===== src/logic/flash_sec_pkg.sv =====
// Constants shared by the flash security and reset-initialisation logic.
// Assumes 24-bit flash byte addressing and a 250 MHz core clock.
package flash_sec_pkg;

    // Configuration field locations
    localparam logic [23:0] KEY_BASE_ADDR  = 24'hFFFE00;
    localparam logic [23:0] PROT_WORD_ADDR = 24'hFFFE0C;
    localparam logic [23:0] OPT_WORD_ADDR  = 24'hFFFE0E;
    localparam logic [23:0] SEC_BYTE_ADDR  = 24'hFFFE0F;
    localparam logic [23:0] BLKCFG_ADDR    = 24'hFFFE10;

    // Init read sequence: protection, option/security, block config, keys
    localparam logic [2:0] RD_PROT      = 3'h0;
    localparam logic [2:0] RD_OPT_SEC   = 3'h1;
    localparam logic [2:0] RD_BLKCFG    = 3'h2;
    localparam logic [2:0] RD_KEY_FIRST = 3'h3;
    localparam logic [2:0] RD_LAST      = 3'h6;
    localparam logic [2:0] HOLD_READS   = 3'h3;

    // Security register fields
    localparam int          SEC_LSB       = 0;
    localparam int          BACKDOOR_KEY_ENABLE_LSB     = 6;
    localparam logic [1:0]  SEC_UNSECURE  = 2'h2;
    localparam logic [1:0]  BACKDOOR_KEY_ENABLE_ENABLED = 2'h2;
    localparam logic [1:0]  MEMORY_CONTROLLER_STATUS_DBF    = 2'h3;

    // Built-in fallbacks: secured, backdoor off, all protected
    localparam logic [7:0]  DEF_SEC    = 8'hFF;
    localparam logic [7:0]  DEF_PROT   = 8'h00;
    localparam logic [7:0]  DEF_OPT    = 8'hFF;
    localparam logic [15:0] DEF_BLKCFG = 16'h0000;

    // Backdoor keys
    localparam int          KEY_WORDS  = 4;
    localparam int          KEY_W      = 16;
    localparam logic [15:0] KEY_ZEROS  = 16'h0000;
    localparam logic [15:0] KEY_ONES   = 16'hFFFF;

    // Verify duration: least time, rounded up
    localparam int CLK_PERIOD_PS  = 4000;
    localparam int VERIFY_TIME_NS = 40;
    localparam int VERIFY_CYC     =
        (VERIFY_TIME_NS * 1000 + CLK_PERIOD_PS - 1) / CLK_PERIOD_PS;

    function automatic logic key_invalid(input logic [15:0] k);
        key_invalid = (k == KEY_ZEROS) || (k == KEY_ONES);
    endfunction

endpackage


===== src/logic/backdoor_key_match.sv =====
// Compares four presented backdoor keys against the stored keys.
// Assumes both key sets are stable while the result is sampled.
`timescale 1ns/1ps
module backdoor_key_match (
    // Key sets, word 0 in the low bits
    input  wire logic [63:0] presented,
    input  wire logic [63:0] stored,
    // Result
    output logic             match
);
    always_comb begin
        match = 1'b1;
        for (int i = 0; i < flash_sec_pkg::KEY_WORDS; i++) begin
            if (presented[i*16 +: 16] != stored[i*16 +: 16])
                match = 1'b0;
            if (flash_sec_pkg::key_invalid(presented[i*16 +: 16]) ||
                flash_sec_pkg::key_invalid(stored[i*16 +: 16]))
                match = 1'b0;
        end
    end
endmodule


===== src/logic/flash_security_unlock_init.sv =====
// Flash security state, backdoor unlock and reset initialisation.
// Assumes a flash read port answering one request at a time.
//
// Notes on behaviour
// - Security register loads from configuration byte
// - Reprogrammed security byte acts after reset
// - Four stored 16-bit backdoor key words compared
// - Enabled and matching keys force unsecure state
// - All-zeros and all-ones keys never match
// - Flash reads invalid during key verification
// - Failed verification locks backdoor until reset
// - Verification alters only live security state
// - Unsecured part may rewrite security sector
// - Clean erase-verify in special mode unsecures
// - Reset loads configuration, protection, option, security
// - Init error falls back to secured defaults
// - Double-bit fault at init sets both status bits
// - Complete flag low during init, CPU held for the first three reads
// - Reset aborts any running flash command
`timescale 1ns/1ps
module flash_security_unlock_init (
    // Clock and reset
    input  wire logic        CORE_CLK,
    input  wire logic        RESET,
    // Configuration field reads
    output logic             CFG_RD_REQ,
    output logic [23:0]      CFG_RD_ADDR,
    input  wire logic        CFG_RD_VALID,
    input  wire logic [15:0] CFG_RD_DATA,
    input  wire logic        CFG_RD_DBERR,
    // Backdoor verify command
    input  wire logic        BACKDOOR_START,
    input  wire logic [63:0] BACKDOOR_KEYS,
    // Erase-verify result from debug path
    input  wire logic        ERASE_VERIFY_DONE,
    input  wire logic        ERASE_VERIFY_CLEAN,
    input  wire logic        SPECIAL_SC_MODE,
    // Loaded registers
    output logic [7:0]       SECURITY_REG,
    output logic [7:0]       PFLASH_PROT,
    output logic [7:0]       EEPROM_PROT,
    output logic [7:0]       FLASH_OPTION,
    output logic [15:0]      BLOCK_CONFIG,
    output logic [1:0]       MEMORY_CONTROLLER_STATUS,
    // Status
    output logic             COMMAND_COMPLETE_FLAG,
    output logic             CPU_HOLD,
    output logic             READ_INVALID,
    output logic             SECURED,
    output logic             DEBUG_ALL_EN,
    output logic             SEC_SECTOR_WR_EN,
    output logic             BACKDOOR_LOCKED
);
    typedef enum logic [1:0] {ST_INIT, ST_IDLE, ST_VERIFY} state_t;

    typedef struct packed {
        state_t      st;
        logic [2:0]  idx;
        logic [3:0]  vcnt;
        logic [7:0]  sec;
        logic [7:0]  pflash_protection_reg;
        logic [7:0]  eeprom_protection_reg;
        logic [7:0]  flash_option_reg;
        logic [15:0] blkcfg;
        logic [63:0] keys;
        logic [63:0] pkeys;
        logic [1:0]  memory_controller_status;
        logic        init_err;
        logic        locked;
        logic        command_complete_flag;
    } core_t;

    core_t s_r;
    core_t s_nxt;
    logic  key_ok;
    logic  bd_go;
    logic  ev_go;
    logic  rd_done;

    backdoor_key_match u_match (
        .presented (s_r.pkeys),
        .stored    (s_r.keys),
        .match     (key_ok)
    );

    function automatic logic [23:0] rd_addr(input logic [2:0] i);
        case (i)
            flash_sec_pkg::RD_PROT:    rd_addr = flash_sec_pkg::PROT_WORD_ADDR;
            flash_sec_pkg::RD_OPT_SEC: rd_addr = flash_sec_pkg::OPT_WORD_ADDR;
            flash_sec_pkg::RD_BLKCFG:  rd_addr = flash_sec_pkg::BLKCFG_ADDR;
            default: rd_addr = flash_sec_pkg::KEY_BASE_ADDR +
                24'({i - flash_sec_pkg::RD_KEY_FIRST, 1'b0});
        endcase
    endfunction

    // Keys only taken when idle, enabled and never failed
    assign bd_go = BACKDOOR_START && (s_r.st == ST_IDLE) && !s_r.locked &&
        (s_r.sec[flash_sec_pkg::BACKDOOR_KEY_ENABLE_LSB +: 2] ==
         flash_sec_pkg::BACKDOOR_KEY_ENABLE_ENABLED);
    assign ev_go = ERASE_VERIFY_DONE && ERASE_VERIFY_CLEAN &&
        SPECIAL_SC_MODE && (s_r.st == ST_IDLE);
    assign rd_done = (s_r.st == ST_INIT) && CFG_RD_VALID;

    always_comb begin
        s_nxt = s_r;
        case (s_r.st)
            ST_INIT: begin
                if (CFG_RD_VALID) begin
                    if (CFG_RD_DBERR) begin
                        s_nxt.init_err = 1'b1;
                        s_nxt.memory_controller_status   = flash_sec_pkg::MEMORY_CONTROLLER_STATUS_DBF;
                    end
                    case (s_r.idx)
                        flash_sec_pkg::RD_PROT: begin
                            s_nxt.pflash_protection_reg  = CFG_RD_DATA[15:8];
                            s_nxt.eeprom_protection_reg = CFG_RD_DATA[7:0];
                        end
                        flash_sec_pkg::RD_OPT_SEC: begin
                            s_nxt.flash_option_reg = CFG_RD_DATA[15:8];
                            s_nxt.sec  = CFG_RD_DATA[7:0];
                        end
                        flash_sec_pkg::RD_BLKCFG:
                            s_nxt.blkcfg = CFG_RD_DATA;
                        default:
                            s_nxt.keys[16*(s_r.idx -
                                flash_sec_pkg::RD_KEY_FIRST) +: 16] =
                                CFG_RD_DATA;
                    endcase
                    s_nxt.idx = s_r.idx + 3'h1;
                    if (s_r.idx == flash_sec_pkg::RD_LAST) begin
                        s_nxt.st   = ST_IDLE;
                        s_nxt.command_complete_flag = 1'b1;
                        if (s_r.init_err || CFG_RD_DBERR) begin
                            s_nxt.sec    = flash_sec_pkg::DEF_SEC;
                            s_nxt.pflash_protection_reg  = flash_sec_pkg::DEF_PROT;
                            s_nxt.eeprom_protection_reg = flash_sec_pkg::DEF_PROT;
                            s_nxt.flash_option_reg   = flash_sec_pkg::DEF_OPT;
                            s_nxt.blkcfg = flash_sec_pkg::DEF_BLKCFG;
                        end
                    end
                end
            end
            ST_IDLE: begin
                // Security byte is only sampled during init
                if (bd_go) begin
                    s_nxt.st    = ST_VERIFY;
                    s_nxt.command_complete_flag  = 1'b0;
                    s_nxt.pkeys = BACKDOOR_KEYS;
                    s_nxt.vcnt  = 4'(flash_sec_pkg::VERIFY_CYC - 1);
                end else if (ev_go) begin
                    s_nxt.sec[flash_sec_pkg::SEC_LSB +: 2] =
                        flash_sec_pkg::SEC_UNSECURE;
                end
            end
            ST_VERIFY: begin
                if (s_r.vcnt == 4'h0) begin
                    s_nxt.st   = ST_IDLE;
                    s_nxt.command_complete_flag = 1'b1;
                    // Only the live field moves; keys and protection stay
                    if (key_ok)
                        s_nxt.sec[flash_sec_pkg::SEC_LSB +: 2] =
                            flash_sec_pkg::SEC_UNSECURE;
                    else
                        s_nxt.locked = 1'b1;
                end else begin
                    s_nxt.vcnt = s_r.vcnt - 4'h1;
                end
            end
            default: s_nxt.st = ST_INIT;
        endcase
    end

    // Reset drops any command in flight and restarts init
    always_ff @(posedge CORE_CLK or posedge RESET) begin
        if (RESET) begin
            s_r          <= '0;
            s_r.st       <= ST_INIT;
            s_r.sec      <= flash_sec_pkg::DEF_SEC;
            s_r.pflash_protection_reg    <= flash_sec_pkg::DEF_PROT;
            s_r.eeprom_protection_reg   <= flash_sec_pkg::DEF_PROT;
            s_r.flash_option_reg     <= flash_sec_pkg::DEF_OPT;
            s_r.blkcfg   <= flash_sec_pkg::DEF_BLKCFG;
        end else begin
            s_r <= s_nxt;
        end
    end

    assign CFG_RD_REQ   = (s_r.st == ST_INIT);
    assign CFG_RD_ADDR  = rd_addr(s_r.idx);
    assign SECURITY_REG = s_r.sec;
    assign PFLASH_PROT  = s_r.pflash_protection_reg;
    assign EEPROM_PROT  = s_r.eeprom_protection_reg;
    assign FLASH_OPTION = s_r.flash_option_reg;
    assign BLOCK_CONFIG = s_r.blkcfg;
    assign MEMORY_CONTROLLER_STATUS       = s_r.memory_controller_status;
    assign COMMAND_COMPLETE_FLAG         = s_r.command_complete_flag;
    assign CPU_HOLD     = (s_r.st == ST_INIT) &&
                          (s_r.idx < flash_sec_pkg::HOLD_READS);
    assign READ_INVALID = (s_r.st == ST_VERIFY);
    assign SECURED      = (s_r.sec[flash_sec_pkg::SEC_LSB +: 2] !=
                           flash_sec_pkg::SEC_UNSECURE);
    assign DEBUG_ALL_EN     = !SECURED;
    assign SEC_SECTOR_WR_EN = !SECURED;
    assign BACKDOOR_LOCKED  = s_r.locked;
endmodule


===== config.mk =====
export PLATFORM = sky130hd
export DESIGN_NAME = flash_security_unlock_init
export DESIGN_NICKNAME = d
export VERILOG_FILES = /design/src/logic/flash_sec_pkg.sv /design/src/logic/backdoor_key_match.sv /design/src/logic/flash_security_unlock_init.sv
export SDC_FILE = /design/constraint.sdc
export NUM_CORES = 1
export LEC_CHECK = 0
export BUFFER_PORTS_ARGS = -buffer_cell sky130_fd_sc_hd__buf_2
export CORE_UTILIZATION = 50
export CTS_BUF_LIST = sky130_fd_sc_hd__clkbuf_8
export DETAILED_ROUTE_END_ITERATION = 7
export PLACE_DENSITY = 0.84
export SLEW_MARGIN = 25
export SYNTH_ARGS = -nofsm -noshare
export SYNTH_HDL_FRONTEND = slang
export SYNTH_SLANG_ARGS = --single-unit

===== constraint.sdc =====
create_clock -name CORE_CLK -period 6.9 [get_ports CORE_CLK]
set_input_delay 1.38 -clock CORE_CLK [delete_from_list [all_inputs] [get_ports CORE_CLK]]
set_output_delay 1.38 -clock CORE_CLK [all_outputs]
set_load 0.005 [all_outputs]

-- After elaboration in Yosys (flattened, before gate mapping)
Index checks and enable logic that the tools add are counted.
Widths: inputs -> output; s select.
- add/subtract/negate cells: 6
- order comparisons: 1
- equality and inequality tests: 27
- shift operators: 2
- muxes and demuxes: 36
- bitwise logic cells: 2
- reduce and logical (&&, ||, !) cells: 45
- operator list (cell ; count):
    $eq 16x16->1 const B ; 8
    $logic_not 16->1 ; 8
    $mux 106 ; 1
    $mux 48 ; 2
    $pmux 24 s3 ; 1
    $bwmux 64 ; 1
    $mux 64 ; 1
    $ne 16x16->1 ; 4
    $shift 16x34->64 const A ; 1
    $shiftx 16x34->64 ; 1
    $neg 32->34 ; 1
    $mux 16 ; 2
    $mux 8 ; 2
    $mux 2 ; 7
    $logic_or 1x1->1 ; 13
    $mux 1 ; 12
    $pmux 2 s3 ; 2
    $reduce_and 3->1 ; 4
    $add 10x5->11 const A ; 1
    $ne 2x2->1 const B ; 5
    $mux 4 ; 2
    $ne 2x1->1 const B ; 4
    $pmux 4 s2 ; 1
    $logic_and 1x1->1 ; 7
    24 further kinds ; 28
- register bits after elaboration: 189
- bits of input ports: 88
- output and inout bits: 82
- logic and storage cells: 134

-- Longest topological paths before layout
- word-level depth: 13
- depth in mapped cells: 14
- gate-level depth less buffers: 12

-- By module
A second synthesis with hierarchy kept.
- cell total of the unflattened synthesis: 1103
- area, all modules: 9786.9 um^2
- by module, submodules not included (module ; times used ; cells each ; area an instance (um^2) ; seq. area each (um^2)):
    flash_security_unlock_init ; 1 ; 930 ; 8526.9 ; 4724.5
    backdoor_key_match ; 1 ; 173 ; 1260.0 ; 0.0

-- Worst setup path before layout
OpenSTA, ideal clock, no wires.
- path kind: flip-flop to flip-flop
- start: reg s_r[185] (netlist bit)
- end: reg with a tool-made name
- setup time: 0.125 ns
- data arrival time: 2.828 ns
- required time: 6.775 ns
- path slack: 3.947 ns
- cell stages (with the launch flop): 14
- path buffers: 2
- period minus slack after synthesis: 2.953 ns
- cells stage by stage: dfrtp_1 > clkbuf_1 > inv_1 > ha_1 > nand2b_1 > nor2_1 > nand2_1 > inv_1 > ha_1 > nand4b_1 > nor4_1 > nand4_1 > clkbuf_1 > mux2_2
- RTL lines (what ; RTL line ; text):
    start, declared ; flash_security_unlock_init.sv:73 ; core_t s_r;
    start signal, assigned ; flash_security_unlock_init.sv:184 ; s_r <= s_nxt;

-- Final worst setup path
- start: reg s_r[185] (netlist bit)
- end: out CFG_RD_ADDR[3]
- cells in the longest elaborated chain, start to end: 3
- elaborated cells between the ends (all ways): 6
- classes of those cells: 2 x add/sub; 2 x eq/ne; 1 x mux; 1 x reduce/logical
- RTL lines (what ; RTL line ; text):
    $sub 3x2->3 ; flash_security_unlock_init.sv:92 ; 24'({i - flash_sec_pkg::RD_KEY_FIRST, 1'b0});
    $add 10x5->11 ; flash_security_unlock_init.sv:91 ; default: rd_addr = flash_sec_pkg::KEY_BASE_ADDR +
    $pmux 24 s3 (*) ; flash_security_unlock_init.sv:87 ; case (i)
    end, declared ; flash_security_unlock_init.sv:27 ; output logic [23:0] CFG_RD_ADDR,
Every way passes the cells marked *; elsewhere a longest branch is shown, timed or not.

==> impl_metrics.json <==
{
  "syn_area_mm2": 0.00956,
  "cts_setup_buffers": 0,
  "die_h_um": 140,
  "gp_congestion": 0.957,
  "worstSkewPairLatency_ns": 0.48,
  "drc": 0,
  "cts_tree": "yes",
  "power_density_mw_per_mm2": 175,
  "critPathLaunchType": "register",
  "status": "finished clean",
  "period_share_pct": 52.4,
  "max_cap_viol_count": 0,
  "area_growth_pct": 9.13,
  "synth-seq-cells": 188,
  "synthFlopType": "dfrtp_1",
  "worstPathArrival_ns": 2.24,
  "cts.clk_slew.worst_paths_ns": 0.10,
  "fmax_mhz": 276,
  "p_int_mw": 1.37,
  "crit_buf_inv": 2,
  "cts_root_buf": "clkbuf_8",
  "via_per_inst": 5.66,
  "cts.sinks": 188,
  "critPathKind": "reg2out",
  "ir_drop_v": 0.000135,
  "clock_skew_ns": 0.0128,
  "crit_fanout": 10,
  "finalSetupViolCount": 0,
  "synthTopCellsByArea": "dfrtp_1 45%, mux2_2 9.9%, nand2_1 5.8%",
  "power.switching_mw": 0.457,
  "avgSynthCellArea_um2": 10.3,
  "post-route-util_pct": 55.8,
  "min_period_ns": 3.62,
  "start_util_pct": 51.1,
  "dr.pass1.iters": 5,
  "finalSetupTns_ns": 0,
  "combPwrFrac_pct": 3.5,
  "cts_buffer_depth": 2,
  "hold_buffers": 0,
  "wl_per_cell_um": 18.5,
  "cp-end-kind": "primary output",
  "cts_inserted_buffers": 17,
  "ys_seq_area_share_pct": 49.4,
  "synth_top_area_cell": "dfrtp_1",
  "hpwlAfterDp_um": 17100,
  "routed_wl_um": 23400,
  "clockPowerShare_pct": 36.4,
  "yosysUniqueCellTypes": 42,
  "netlist_instances": 927,
  "fillers": 1589,
  "setup_slack_ns": 3.28,
  "slew_headroom_pct": 32.2,
  "cp_slowest_cell": "dfrtp_1",
  "post_cts_resized": 0,
  "synth_most_common_cell": "dfrtp_1",
  "nNetsFinal": 1121,
  "first_iter_violations": 649,
  "yosysTopAreaCellShare_pct": 45.0,
  "cts_htree_levels": 4,
  "ys_warn_count": 0,
  "coreArea_mm2": 0.0187,
  "ant_nets": 0,
  "vias": 7153,
  "cp_cell_sequence": "inv_1 > ha_1 > nor2_1 > o21ai_0 > mux2_2 > buf_2",
  "antenna_found_initial": 0,
  "netSwitchingFraction_pct": 25.0,
  "worst_pin_slew_ns": 1.01,
  "final_layout_size_suffix_gt1_share_pct": 29.0,
  "hold_path.class": "reg2reg",
  "multi_input_area_mm2": 0.00415,
  "io_buffer_count": 149,
  "overflow": 0,
  "critical-path-top-delay-family": "flip-flops",
  "async_flop_share_pct": 100,
  "grt_pass1_vias": 6735,
  "die_w_um": 140,
  "rows": 50,
  "hold_violations": 0,
  "preCtsSetupSlack_ns": 3.41,
  "cpPeakStageDelay_ns": 0.54,
  "die_area_mm2": 0.0197,
  "grt_usage_pct": 24.6,
  "grt_first_pass_wirelength_um": 36700,
  "diodes": 0,
  "grt_max_degree": 124,
  "power.leakage_nw": 5.06,
  "maxSlewViolCount": 0,
  "seqCellArea_mm2": 0.00472,
  "worstPathRequired_ns": 5.52,
  "synthTopCellsByCount": "172 x dfrtp_1, 147 x nand2_1, 84 x mux2_2, 71 x buf_4, 56 x nand4_1",
  "rsz0062_at_grt": "no",
  "p_seq_share_pct": 60.1,
  "synth_edf_count": 0,
  "io_pins": 170
}
## final timing paths
check	from	end	depth (start not counted)	slack, ns
setup / recovery	s_r[185]$_DFFE_PP0P_	CFG_RD_ADDR[3]	6	3.28
hold / removal	SECURITY_REG[5]$_DFFE_PP1P_	SECURITY_REG[5]$_DFFE_PP1P_	2	0.49
setup reg to reg	s_r[185]$_DFFE_PP0P_	register	9	3.37
hold reg to reg	SECURITY_REG[5]$_DFFE_PP1P_	SECURITY_REG[5]$_DFFE_PP1P_	2	0.49
max in group asynchronous	RESET	asynchronous set/reset pin	3	4.48
min in group asynchronous	RESET	s_r[11]$_DFFE_PP0P_	2	1.08
## worst register-to-register path: stages (launching register included)
cell and delay (ns):
dfrtp_1 0.54, inv_1 0.17, ha_1 0.40, nand2b_1 0.17
nor2_1 0.08, ha_1 0.47, nand4b_1 0.14, nor4_1 0.24
nand4_1 0.68, mux2_2 0.53
## cell type report
type / count / share of cell area, %
multi-input combinational: 624 / 39.8
tap: 234 / 2.81
inverter: 32 / 1.22
sequential: 188 / 45.3
timing repair buffer: 154 / 7.54
clock inverter: 15 / 1.13
clock buffer: 17 / 2.24
## per-stage QoR
| step | instances | area [µm²] | power [mW] | hold slack [ns] |
|---|---|---|---|---|
| floorplan | 945 | 9630 | 1.15 | 0.464 |
| global placement | 1231 | 10100 | 1.19 | 0.470 |
| detailed placement | 1231 | 10100 | 1.19 | 0.474 |
| CTS | 1263 | 10400 | 1.85 | 0.486 |
| finish | 1264 | 10400 | 1.83 | 0.488 |
| global route | 1264 | 10400 | 1.89 | 0.497 |
## kinds of logic (layout without fill, tap and decap cells)
family | Yosys count | count (layout) | share of synthesized area, %
other | 2 | 20 | 0.0785
XOR/XNOR | 67 | 67 | 6.14
flip-flops | 188 | 188 | 49.4
adder cells (fa/ha/maj) | 16 | 16 | 2.09
buffers and inverters | 133 | 218 | 8.03
AND/OR/NAND/NOR | 326 | 326 | 17.3
multiplexers | 100 | 100 | 11.6
AO/OA/AOI/OAI | 95 | 95 | 5.39
## routing by layer
layer | wire length [µm] | GRT usage [%]
met5 | 0 | 0
met4 | 690 | 10.3
met3 | 1420 | 4.51
met2 | 11600 | 40.6
met1 | 9690 | 31.9
## cells in the final DEF (no fill, tap or decap), types with 2 or more instances in the layout
| master | netlist | final |
|---|---|---|
| dfrtp_1 | 172 | 172 |
| buf_2 | 2 | 149 |
| nand2_1 | 147 | 147 |
| mux2_2 | 84 | 84 |
| nand4_1 | 56 | 56 |
| xnor2_1 | 51 | 51 |
| o21ai_0 | 42 | 42 |
| nor4_1 | 42 | 42 |
| a21oi_1 | 40 | 40 |
| inv_1 | 32 | 32 |
| conb_1 | 2 | 20 |
| nor2_1 | 21 | 19 |
| nand2b_1 | 18 | 18 |
| nand3_1 | 19 | 18 |
| clkbuf_8 | 0 | 17 |
| dfstp_2 | 16 | 16 |
| mux2i_1 | 16 | 16 |
| xor2_1 | 16 | 16 |
| ha_1 | 16 | 16 |
| clkinvlp_4 | 0 | 8 |
| and2_1 | 4 | 4 |
| nor4_2 | 4 | 4 |
| buf_4 | 71 | 4 |
| or4_1 | 3 | 3 |
| nor2b_1 | 3 | 3 |
| inv_8 | 0 | 3 |
| nand4b_1 | 2 | 2 |
| o22ai_1 | 2 | 2 |
| or4_4 | 2 | 2 |
| a21o_1 | 2 | 2 |
| nor3_1 | 2 | 2 |
| inv_6 | 0 | 2 |
## power by group through the flow
stage          sequential (mW)  combinational, mW  clock, mW
2_1_floorplan             1.12             0.0284          0
4_1_cts                   1.10             0.0649      0.680
5_1_grt                   1.10             0.0712      0.715
3_3_place_gp              1.12             0.0639          0
6_report                  1.10             0.0635      0.666
3_5_place_dp              1.12             0.0647          0
Note: power is estimated with default switching activity, not from simulation.
